### src/design/wdg_consts.svh
// Watchdog register offsets, field positions, reset values and counts
// What this block does
// - Reset-enable bit reads one while the watchdog reset flag stays set.
// - Four-bit timeout select: control bit 5 on top, bits 2..0 below.
// - Time-out after 2048 oscillator cycles, doubling per step, up to 67108864.
// - A time-out in reset mode, or in irq-then-reset mode with the irq flag set, issues a system reset, like pin, power-on, brown-out.
// - Time-out counted in watchdog oscillator cycles, not system clock cycles.
// - Change-unlock bit clears itself four clocks after software sets it.
// - Mode from reset-enable and irq-enable; forced-reset fuse imposes reset mode.
// - Watchdog reset flag set by watchdog reset, cleared by power-on or zero write.
// - Timeout irq flag set in irq modes, cleared by vector or one write.
`ifndef WDG_CONSTS_SVH
`define WDG_CONSTS_SVH

`define WDG_OFF_CTRL 12'h000
`define WDG_OFF_CAUSE 12'h004
`define WDG_OFF_RESTART 12'h008
`define WDG_OFF_STATUS 12'h00C
`define WDG_OFF_MASK 12'h010
`define WDG_OFF_COUNT 12'h014

`define WDG_CTRL_IRQF 7
`define WDG_CTRL_IRQE 6
`define WDG_CTRL_SEL3 5
`define WDG_CTRL_UNLOCK 4
`define WDG_CTRL_RSTEN 3
`define WDG_CTRL_SEL_HI 2

`define WDG_CAUSE_WATCHDOG_RESET_FLAG 3
`define WDG_CAUSE_BORF 2
`define WDG_CAUSE_EXTRF 1

`define WDG_EVT_IRQ 0
`define WDG_EVT_RST 1

`define WDG_CAUSE_RST 4'h1
`define WDG_MASK_RST 2'h0

`define WDG_UNLOCK_CYC 3'h4
`define WDG_BASE_TICKS 32'h0000_0800

`endif

### src/design/wdg_pkg.sv
// Watchdog types: modes and state records
package wdg_pkg;

  typedef enum logic [1:0] {
    wdg_stopped,
    wdg_irq_only,
    wdg_reset_only,
    wdg_irq_then_reset
  } wdg_mode_e;

  typedef struct packed {
    logic irqf;
    logic irqe;
    logic rsten;
    logic [3:0] sel;
    logic [2:0] unlock_cnt;
    logic [3:0] cause;
    logic [25:0] count;
    logic [1:0] evt;
    logic [1:0] mask;
    logic [31:0] prdata;
    logic pready;
    logic pslverr;
    logic irq;
    logic irq_req;
    logic sys_reset;
  } wdg_state_s;

  typedef struct packed {
    logic [1:0] s1;
    logic [1:0] s2;
    logic osc_d;
    logic tick;
  } wdg_sync_state_s;

endpackage

### src/design/wdg_pin_sync.sv
// Two-stage synchroniser for the oscillator and fuse pins, with tick detect
`timescale 1ns/1ps
module wdg_pin_sync
(
  input wire logic pclk,
  input wire logic presetn,
  input wire logic [1:0] pins,
  output logic [1:0] levels,
  output logic osc_tick
);
  wdg_pkg::wdg_sync_state_s st_r;
  wdg_pkg::wdg_sync_state_s st_nxt;

  always_comb
  begin
    st_nxt = st_r;
    st_nxt.s1 = pins;
    st_nxt.s2 = st_r.s1;
    st_nxt.osc_d = st_r.s2[0];
    // One tick per oscillator rising edge
    st_nxt.tick = st_r.s2[0] & ~st_r.osc_d;
  end

  always_ff @(posedge pclk or negedge presetn)
  begin
    if (!presetn)
      st_r <= '0;
    else
      st_r <= st_nxt;
  end

  assign levels = st_r.s2;
  assign osc_tick = st_r.tick;
endmodule // wdg_pin_sync

### src/design/wdg_top.sv
// Watchdog timer with time-out control, reset cause flags and APB registers
//
// Local design decisions: the APB slave port and the register offsets.
`timescale 1ns/1ps
`include "wdg_consts.svh"
module wdg_top
#(
  parameter int unsigned BASE_TICKS = `WDG_BASE_TICKS
)
(
  input wire logic pclk,
  input wire logic presetn,
  input wire logic psel,
  input wire logic penable,
  input wire logic pwrite,
  input wire logic [11:0] paddr,
  input wire logic [31:0] pwdata,
  output logic [31:0] prdata,
  output logic pready,
  output logic pslverr,
  input wire logic wdg_osc_pin,
  input wire logic forced_reset_fuse,
  input wire logic wdr_exec,
  input wire logic irq_vector_ack,
  input wire logic ext_reset_seen,
  input wire logic brownout_seen,
  output logic sys_reset_req,
  output logic timeout_irq_req,
  output logic irq
);
  wdg_pkg::wdg_state_s st_r;
  wdg_pkg::wdg_state_s st_nxt;
  wdg_pkg::wdg_mode_e mode;
  logic [1:0] pin_lvl;
  logic osc_tick;
  logic fuse_s;
  logic acc;
  logic wr;
  logic rd;
  logic timeout;
  logic [26:0] last;

  wdg_pin_sync u_sync
  (
    .pclk(pclk),
    .presetn(presetn),
    .pins({forced_reset_fuse, wdg_osc_pin}),
    .levels(pin_lvl),
    .osc_tick(osc_tick)
  );

  assign fuse_s = pin_lvl[1];

  function automatic wdg_pkg::wdg_mode_e mode_of(input logic fuse, input logic rsten,
                                                 input logic irqe);
    if (fuse)
      return wdg_pkg::wdg_reset_only;
    unique case ({rsten, irqe})
      2'b00: return wdg_pkg::wdg_stopped;
      2'b01: return wdg_pkg::wdg_irq_only;
      2'b10: return wdg_pkg::wdg_reset_only;
      2'b11: return wdg_pkg::wdg_irq_then_reset;
    endcase
  endfunction

  function automatic logic [26:0] limit_of(input logic [3:0] s);
    limit_of = 27'(BASE_TICKS) << s;
  endfunction

  function automatic logic mapped(input logic [11:0] a);
    mapped = (a == `WDG_OFF_CTRL) || (a == `WDG_OFF_CAUSE) || (a == `WDG_OFF_RESTART) ||
             (a == `WDG_OFF_STATUS) || (a == `WDG_OFF_MASK) || (a == `WDG_OFF_COUNT);
  endfunction

  function automatic logic [31:0] read_word(input wdg_pkg::wdg_state_s s,
                                            input logic [11:0] a);
    read_word = 32'h0000_0000;
    unique case (a)
      `WDG_OFF_CTRL:
      begin
        read_word[`WDG_CTRL_IRQF] = s.irqf;
        read_word[`WDG_CTRL_IRQE] = s.irqe;
        read_word[`WDG_CTRL_SEL3] = s.sel[3];
        read_word[`WDG_CTRL_UNLOCK] = (s.unlock_cnt != 3'h0);
        read_word[`WDG_CTRL_RSTEN] = s.rsten;
        read_word[`WDG_CTRL_SEL_HI:0] = s.sel[2:0];
      end
      `WDG_OFF_CAUSE: read_word[3:0] = s.cause;
      `WDG_OFF_STATUS: read_word[1:0] = s.evt;
      `WDG_OFF_MASK: read_word[1:0] = s.mask;
      `WDG_OFF_COUNT: read_word[25:0] = s.count;
      default: read_word = 32'h0000_0000;
    endcase
  endfunction

  assign mode = mode_of(fuse_s, st_r.rsten, st_r.irqe);
  assign acc = psel & penable & st_r.pready;
  assign wr = acc & pwrite;
  assign rd = acc & ~pwrite;
  assign last = limit_of(st_r.sel) - 27'h000_0001;
  assign timeout = osc_tick && (mode != wdg_pkg::wdg_stopped) && !wdr_exec &&
                   ({1'b0, st_r.count} == last);

  always_comb
  begin
    st_nxt = st_r;
    st_nxt.pready = 1'b0;
    st_nxt.pslverr = 1'b0;
    st_nxt.sys_reset = 1'b0;

    if (st_r.unlock_cnt != 3'h0)
      st_nxt.unlock_cnt = st_r.unlock_cnt - 3'h1;

    // Counting in oscillator ticks only
    if (mode == wdg_pkg::wdg_stopped || wdr_exec)
      st_nxt.count = 26'h000_0000;
    else if (timeout)
      st_nxt.count = 26'h000_0000;
    else if (osc_tick)
      st_nxt.count = st_r.count + 26'h000_0001;

    if (wr && paddr == `WDG_OFF_CTRL)
    begin
      st_nxt.irqe = pwdata[`WDG_CTRL_IRQE];
      if (pwdata[`WDG_CTRL_IRQF])
        st_nxt.irqf = 1'b0;
      if (pwdata[`WDG_CTRL_UNLOCK])
      begin
        st_nxt.unlock_cnt = `WDG_UNLOCK_CYC;
        st_nxt.rsten = st_r.rsten | pwdata[`WDG_CTRL_RSTEN];
      end
      else if (st_r.unlock_cnt != 3'h0)
      begin
        // Open window: clearing reset-enable and a new select are accepted
        st_nxt.rsten = pwdata[`WDG_CTRL_RSTEN];
        st_nxt.sel = {pwdata[`WDG_CTRL_SEL3], pwdata[`WDG_CTRL_SEL_HI:0]};
        st_nxt.unlock_cnt = 3'h0;
      end
      else
        st_nxt.rsten = st_r.rsten | pwdata[`WDG_CTRL_RSTEN];
    end
    if (wr && paddr == `WDG_OFF_CAUSE)
      st_nxt.cause = st_r.cause & pwdata[3:0];
    if (wr && paddr == `WDG_OFF_RESTART)
      st_nxt.count = 26'h000_0000;
    if (wr && paddr == `WDG_OFF_MASK)
      st_nxt.mask = pwdata[1:0];
    // Only the bits actually returned are cleared, so nothing is lost
    if (rd && paddr == `WDG_OFF_STATUS)
      st_nxt.evt = st_r.evt & ~st_r.prdata[1:0];

    if (irq_vector_ack)
    begin
      st_nxt.irqf = 1'b0;
      // Vector taken drops back to plain reset mode
      if (mode == wdg_pkg::wdg_irq_then_reset)
        st_nxt.irqe = 1'b0;
    end

    // Hardware sets come last so they win over clears
    if (timeout)
    begin
      unique case (mode)
        wdg_pkg::wdg_irq_only:
          st_nxt.irqf = 1'b1;
        wdg_pkg::wdg_reset_only:
          st_nxt.sys_reset = 1'b1;
        wdg_pkg::wdg_irq_then_reset:
          if (st_r.irqf)
            st_nxt.sys_reset = 1'b1;
          else
            st_nxt.irqf = 1'b1;
        wdg_pkg::wdg_stopped:
          st_nxt.sys_reset = 1'b0;
      endcase
    end
    if (st_nxt.sys_reset)
    begin
      st_nxt.cause[`WDG_CAUSE_WATCHDOG_RESET_FLAG] = 1'b1;
      st_nxt.evt[`WDG_EVT_RST] = 1'b1;
    end
    if (timeout && st_nxt.irqf && !st_r.irqf)
      st_nxt.evt[`WDG_EVT_IRQ] = 1'b1;
    if (ext_reset_seen || brownout_seen)
      st_nxt.count = 26'h000_0000;
    if (ext_reset_seen)
      st_nxt.cause[`WDG_CAUSE_EXTRF] = 1'b1;
    if (brownout_seen)
      st_nxt.cause[`WDG_CAUSE_BORF] = 1'b1;

    // Flag held: software cannot drop reset-enable
    st_nxt.rsten = st_nxt.rsten | st_nxt.cause[`WDG_CAUSE_WATCHDOG_RESET_FLAG];

    if (psel && !penable)
    begin
      st_nxt.pready = 1'b1;
      st_nxt.prdata = read_word(st_r, paddr);
      st_nxt.pslverr = !mapped(paddr);
    end
    st_nxt.irq = |(st_nxt.evt & st_nxt.mask);
    st_nxt.irq_req = st_nxt.irqf & st_nxt.irqe;
  end

  always_ff @(posedge pclk or negedge presetn)
  begin
    if (!presetn)
    begin
      st_r <= '0;
      st_r.cause <= `WDG_CAUSE_RST;
      st_r.mask <= `WDG_MASK_RST;
    end
    else
      st_r <= st_nxt;
  end

  assign prdata = st_r.prdata;
  assign pready = st_r.pready;
  assign pslverr = st_r.pslverr;
  assign sys_reset_req = st_r.sys_reset;
  assign timeout_irq_req = st_r.irq_req;
  assign irq = st_r.irq;

  rsten_forced_a: assert property (
    @(posedge pclk) disable iff (!presetn) st_r.cause[`WDG_CAUSE_WATCHDOG_RESET_FLAG] |-> st_r.rsten)
    else $error("reset enable low while watchdog reset flag set");

  sel_locked_a: assert property (
    @(posedge pclk) disable iff (!presetn)
    (st_r.unlock_cnt == 3'h0) |=> (st_r.sel == $past(st_r.sel)))
    else $error("timeout select changed outside unlock window");

  wrap_point_a: assert property (
    @(posedge pclk) disable iff (!presetn)
    timeout |=> (st_r.count == 26'h000_0000) && (st_r.sys_reset || st_r.irqf))
    else $error("time-out did not restart count or act");

  reset_cause_a: assert property (
    @(posedge pclk) disable iff (!presetn)
    st_r.sys_reset |-> st_r.cause[`WDG_CAUSE_WATCHDOG_RESET_FLAG] && !$past(st_r.sys_reset))
    else $error("system reset without watchdog flag or too long");

  tick_only_a: assert property (
    @(posedge pclk) disable iff (!presetn)
    (st_r.count == $past(st_r.count) + 26'h000_0001) |-> $past(osc_tick))
    else $error("count advanced without oscillator tick");

  unlock_close_a: assert property (
    @(posedge pclk) disable iff (!presetn)
    (st_r.unlock_cnt == `WDG_UNLOCK_CYC) && !wr ##1 !wr ##1 !wr ##1 !wr |=>
      (st_r.unlock_cnt == 3'h0))
    else $error("change unlock not closed after four clocks");

  fuse_mode_a: assert property (
    @(posedge pclk) disable iff (!presetn) timeout && fuse_s |=> st_r.sys_reset)
    else $error("fuse did not force reset on time-out");

  watchdog_reset_flag_hold_a: assert property (
    @(posedge pclk) disable iff (!presetn)
    $fell(st_r.cause[`WDG_CAUSE_WATCHDOG_RESET_FLAG]) |-> $past(wr && paddr == `WDG_OFF_CAUSE))
    else $error("watchdog reset flag cleared without write");

  irq_flag_a: assert property (
    @(posedge pclk) disable iff (!presetn)
    timeout && (mode == wdg_pkg::wdg_irq_only) |=>
      st_r.irqf && (st_r.irq_req == st_r.irqe))
    else $error("timeout flag not set in interrupt mode");

  restart_a: assert property (
    @(posedge pclk) disable iff (!presetn) wdr_exec |=> (st_r.count == 26'h000_0000))
    else $error("restart did not clear count");
endmodule // wdg_top

### config.mk
export PLATFORM = sky130hd
export DESIGN_NAME = wdg_top
export DESIGN_NICKNAME = d
export VERILOG_FILES = /design/src/design/wdg_pkg.sv /design/src/design/wdg_pin_sync.sv /design/src/design/wdg_top.sv
export VERILOG_INCLUDE_DIRS = /design/src /design/src/design
export SDC_FILE = /design/constraint.sdc
export NUM_CORES = 1
export LEC_CHECK = 0
export BUFFER_PORTS_ARGS = -buffer_cell sky130_fd_sc_hd__clkbuf_2
export CORE_ASPECT_RATIO = 1.2
export CORE_UTILIZATION = 60
export DETAILED_ROUTE_END_ITERATION = 12
export GPL_ROUTABILITY_DRIVEN = 0
export PLACE_DENSITY_LB_ADDON = 0.15
export REMOVE_ABC_BUFFERS = 1
export SETUP_SLACK_MARGIN = 0.4
export SYNTH_ARGS = -nofsm -noshare
export SYNTH_HDL_FRONTEND = slang
export SYNTH_SLANG_ARGS = --single-unit
### constraint.sdc
create_clock -name pclk -period 8.15 [get_ports pclk]
set_input_delay 0.815 -clock pclk [delete_from_list [all_inputs] [get_ports pclk]]
set_output_delay 0.815 -clock pclk [all_outputs]
set_load 0.01 [all_outputs]
==> implementation parameters <==
Parameter                              Value

Outcome
  Run status ... finished, final reports clean

Power
  Share of power burned in combinational logic ... 0.086
  Switching share of power ... 0.2562
  Leakage dissipation ... 2.301 nW
  Net switching power ... 0.0002140 W
  Total power divided by cell area ... 169.3 nW/um^2
  Clk network pwr share ... 0.409
  Worst voltage drop across the vdd grid ... 0.0001346 V
  Pint ... 0.0006213 W
  Share of power burned in registers ... 0.505

Logic synthesis
  Fraction of the yosys area taken by sequential cells ... 0.4363
  Synthesized cell area ... 4648 um^2
  Cell with the most instances after synthesis ... sky130_fd_sc_hd__dfrtp_1
  Fraction of synthesis flops using an asynchronous set or reset pin ... 1.000
  Mux contribution to synthesized area ... 0.02476
  Number of distinct standard cells referenced by the synthesized netlist ... 65
  Xor/xnor cell area share of the yosys netlist ... 0.05841
  Cell types with the largest area share after synthesis ... sky130_fd_sc_hd__dfrtp_1, sky130_fd_sc_hd__buf_4, sky130_fd_sc_hd__nand2_1
  Register bit total from synthesis ... 81
  Synth Area in Adders ... 0.01346
  Ranking of synthesized cells by instance count ... sky130_fd_sc_hd__dfrtp_1, sky130_fd_sc_hd__nand2_1, sky130_fd_sc_hd__nor3_1, sky130_fd_sc_hd__buf_4, sky130_fd_sc_hd__nor2_1
  Basic-gate share of the synthesized area counting and, or, nand and nor cells ... 0.2417
  Share of the synthesized area in the top cell type ... 0.4307
  Yosys Warn Count ... 0
  Synthesized-area fraction occupied by ao, oa, aoi and oai cells ... 0.1306
  Gate count of the mapped netlist ... 504
  Main combinational cell family by area after synthesis ... simple AND/OR/NAND/NOR gates
  Area leader, netlist ... sky130_fd_sc_hd__dfrtp_1
  Mean cell area of the mapped netlist ... 9.223 um^2
  Count of flip-flops with a built-in enable after synthesis ... 0
  Synth Flop Type ... sky130_fd_sc_hd__dfrtp_1

Layout
  Filler Cell Count ... 600
  Register Area ... 2028 um^2
  Multi-input combinational cell area ... 2202 um^2
  Final core area utilization ... 0.6702
  Number of nets in the layout ... 576
  Antenna Diode Count ... 0
  Synthesis-to-finish area growth ... 6.110%
  Finished Cell Area ... 4932 um^2
  Fraction of layout instances using a drive strength above 1 ... 0.1843

Clocking
  Inserted Clock Buffers ... 9
  H-tree levels ... 3
  Cts hold-fix bufs ... 0
  Clock-pin slew of the registers on the worst-case setup and hold paths ... 0.09 ns
  Number of buffers on the longest clock path ... 2
  Total of cells resized after clock tree synthesis ... 0
  Clock tree root buffer cell ... sky130_fd_sc_hd__clkbuf_8
  Post-CTS Setup Bufs ... 0
  CTS tree ... yes
  Clock sink total ... 81
  Clk Latency, worst-skew pair ... 0.37 ns

Placement
  Count of input and output buffers ... 61
  Post-detail-place hpwl ... 6862 um
  Area post-placement ... 4700 um^2

STA
  Max-slew violations ... 0
  Final setup violation count ... 0
  Max Freq ... 242.7 MHz
  Time the worst path needs with I/O delays and setup ... 4.120 ns
  Skew final ... 0.01460 ns
  Worst Tran Pin Value ... 0.9956 ns
  Headroom to the max-slew limit ... 0.3362
  RSZ-0062 raised after global routing ... false
  Final-report hold violation count ... 0
  Share of the clock period used by the worst path ... 0.5055
  Total negative slack for setup checks ... 0 ns
  Hold_ws ... 0.3609 ns

Routing
  Vias after detailed routing ... 3,628
  Drt initial violations ... 270
  DR pass1 iterations ... 4
  Antenna-violating nets left ... 0
  DRC ... 0
  Total Wirelength ... 9782 um
  Average routed wire per standard cell ... 16.01 um
  Post-DR vias/cell ... 5.938

Floorplan
  Die span in y ... 98.42 um
  Total die area ... 8105 um^2
  Horiz. Die Dim ... 82.35 um
  Core box area ... 7360 um^2
  Num rows ... 34
  Number of ports placed on the die boundary ... 92
  Initial standard-cell utilization of the core ... 0.6316

Setup path
  Critical path start-end classification ... reg -> reg
  Kind of start point of the critical path ... flop
  Worst-case reg-to-reg path depth ... 10
  Startpoint of the worst-slack reg-to-reg timing path ... st_r[77]$_DFFE_PN0P_
  Data required time at the worst endpoint ... 8.46 ns
  Launching instance or port of the critical path ... st_r[77]$_DFFE_PN0P_
  Worst Setup End Kind ... flop
  Largest fanout of any net on the critical path ... 22
  Arrival time worst endpoint ... 4.43 ns

Global routing
  Antenna violations before repair ... 0
  Via count of the first global-routing pass ... 3,247
  Pin count of the biggest net entering global routing ... 82
  Grt ovf ... 0
  Wire length of the first global-routing pass ... 16,130 um
  Total routing usage reported by global routing ... 0.2649

Worst hold path
  Classification of the worst-slack hold path ... reg -> reg
  Depth of the worst hold-timing path ... 0
  Worst hold path startpoint ... u_sync.st_nxt[3]$_DFF_PN0_

Run
  Number of max-capacitance violations reported ... 0
==> final timing paths <==
check / end / slack (ns)
max reg2reg: timeout_irq_req$_DFF_PN0_ / 4.03
min in group asynchronous: prdata[14]$_DFFE_PN0P_ / 0.60
min reg2reg: u_sync.levels[1]$_DFF_PN0_ / 0.36
max: timeout_irq_req$_DFF_PN0_ / 4.03
min: u_sync.levels[1]$_DFF_PN0_ / 0.36
max in group asynchronous: st_r[78]$_DFF_PN0_ / 6.90
==> per-layer routing <==
metal	up-vias	GRT usage	share of wire
met3	13	0.03611	0.036
met1	1759	0.3472	0.44
met4	0	0.1053	0.017
li1	1767	-	-
met2	89	0.4367	0.51
met5	-	0	0
==> stage by stage <==
step / worst slack, ns / power (W) / std cells
6_report: 4.030 / 0.0008352 / 611
3_3_place_gp: 4.167 / 0.0004979 / 595
2_1_floorplan: 4.785 / 0.0004682 / 442
4_1_cts: 4.048 / 0.0008415 / 611
5_1_grt: 3.574 / 0.0008666 / 611
3_5_place_dp: 4.100 / 0.0005021 / 595
==> critical path: stages (launching register included) <==
cell and delay, ns:
sky130_fd_sc_hd__dfrtp_1 0.78, sky130_fd_sc_hd__nor2_1 0.18, sky130_fd_sc_hd__nand3_1 0.13, sky130_fd_sc_hd__ha_1 0.54, sky130_fd_sc_hd__or3b_1 0.40, sky130_fd_sc_hd__a21oi_1 0.17, sky130_fd_sc_hd__o21ai_0 0.09, sky130_fd_sc_hd__a2111oi_0 0.58
sky130_fd_sc_hd__and4_1 0.63, sky130_fd_sc_hd__buf_4 0.36, sky130_fd_sc_hd__a31o_2 0.19
==> layout make-up <==
cell class                 instances  share of cell area
timing repair buffer              63             0.06545
tap                               90             0.02283
multi-input combinational        352              0.4465
inverter                           9            0.006849
clock inverter                     7             0.02207
sequential                        81              0.4112
clock buffer                       9             0.02511
==> sequential cells by signal (all words and copies together), names as in the netlist, named ones only <==
| name | count |
|---|---|
| prdata | 26 |
| st_r | 42 |
| u_sync.levels | 2 |
| u_sync.osc_tick | 1 |
| irq | 1 |
| u_sync.st_r | 1 |
| pready | 1 |
| sys_reset_req | 1 |
| timeout_irq_req | 1 |
| pslverr | 1 |
| u_sync.st_nxt | 2 |
==> layout by cell type (no fill, tap or decap), types with 3 or more instances in the layout <==
cell / instances
sky130_fd_sc_hd__a2111oi_0: 3
sky130_fd_sc_hd__a211oi_1: 7
sky130_fd_sc_hd__a21bo_2: 4
sky130_fd_sc_hd__a21o_1: 10
sky130_fd_sc_hd__a21oi_1: 13
sky130_fd_sc_hd__a221oi_1: 5
sky130_fd_sc_hd__and3_1: 8
sky130_fd_sc_hd__and4_1: 6
sky130_fd_sc_hd__buf_4: 3
sky130_fd_sc_hd__clkbuf_2: 60
sky130_fd_sc_hd__clkbuf_8: 9
sky130_fd_sc_hd__conb_1: 6
sky130_fd_sc_hd__dfrtp_1: 80
sky130_fd_sc_hd__ha_1: 5
sky130_fd_sc_hd__inv_1: 9
sky130_fd_sc_hd__mux2_2: 4
sky130_fd_sc_hd__mux2i_1: 7
sky130_fd_sc_hd__nand2_1: 59
sky130_fd_sc_hd__nand2b_1: 4
sky130_fd_sc_hd__nand3_1: 24
sky130_fd_sc_hd__nand4_1: 9
sky130_fd_sc_hd__nor2_1: 26
sky130_fd_sc_hd__nor2b_1: 7
sky130_fd_sc_hd__nor3_1: 39
sky130_fd_sc_hd__nor3b_1: 4
sky130_fd_sc_hd__nor4_1: 3
sky130_fd_sc_hd__o211a_1: 3
sky130_fd_sc_hd__o21a_1: 5
sky130_fd_sc_hd__o21ai_0: 21
sky130_fd_sc_hd__xnor2_1: 15
sky130_fd_sc_hd__xor2_1: 16
==> power by group through the flow <==
stage	combinational [W]	sequential (W)	clock [W]
after CTS	0.0000730	0.000422	0.000347
after global routing	0.0000826	0.000423	0.000361
after floorplan	0.0000385	0.000430	0
final	0.0000721	0.000422	0.000342
after detailed placement	0.0000724	0.000430	0
after global placement	0.0000689	0.000429	0
==> cell families after synthesis <==
group,after synthesis
adder cells (fa/ha/maj),5
other,1
flip-flops,81
multiplexers,11
AO/OA/AOI/OAI,87
buffers and inverters,76
XOR/XNOR,31
AND/OR/NAND/NOR,212
Power figures use the tool's default switching activity.
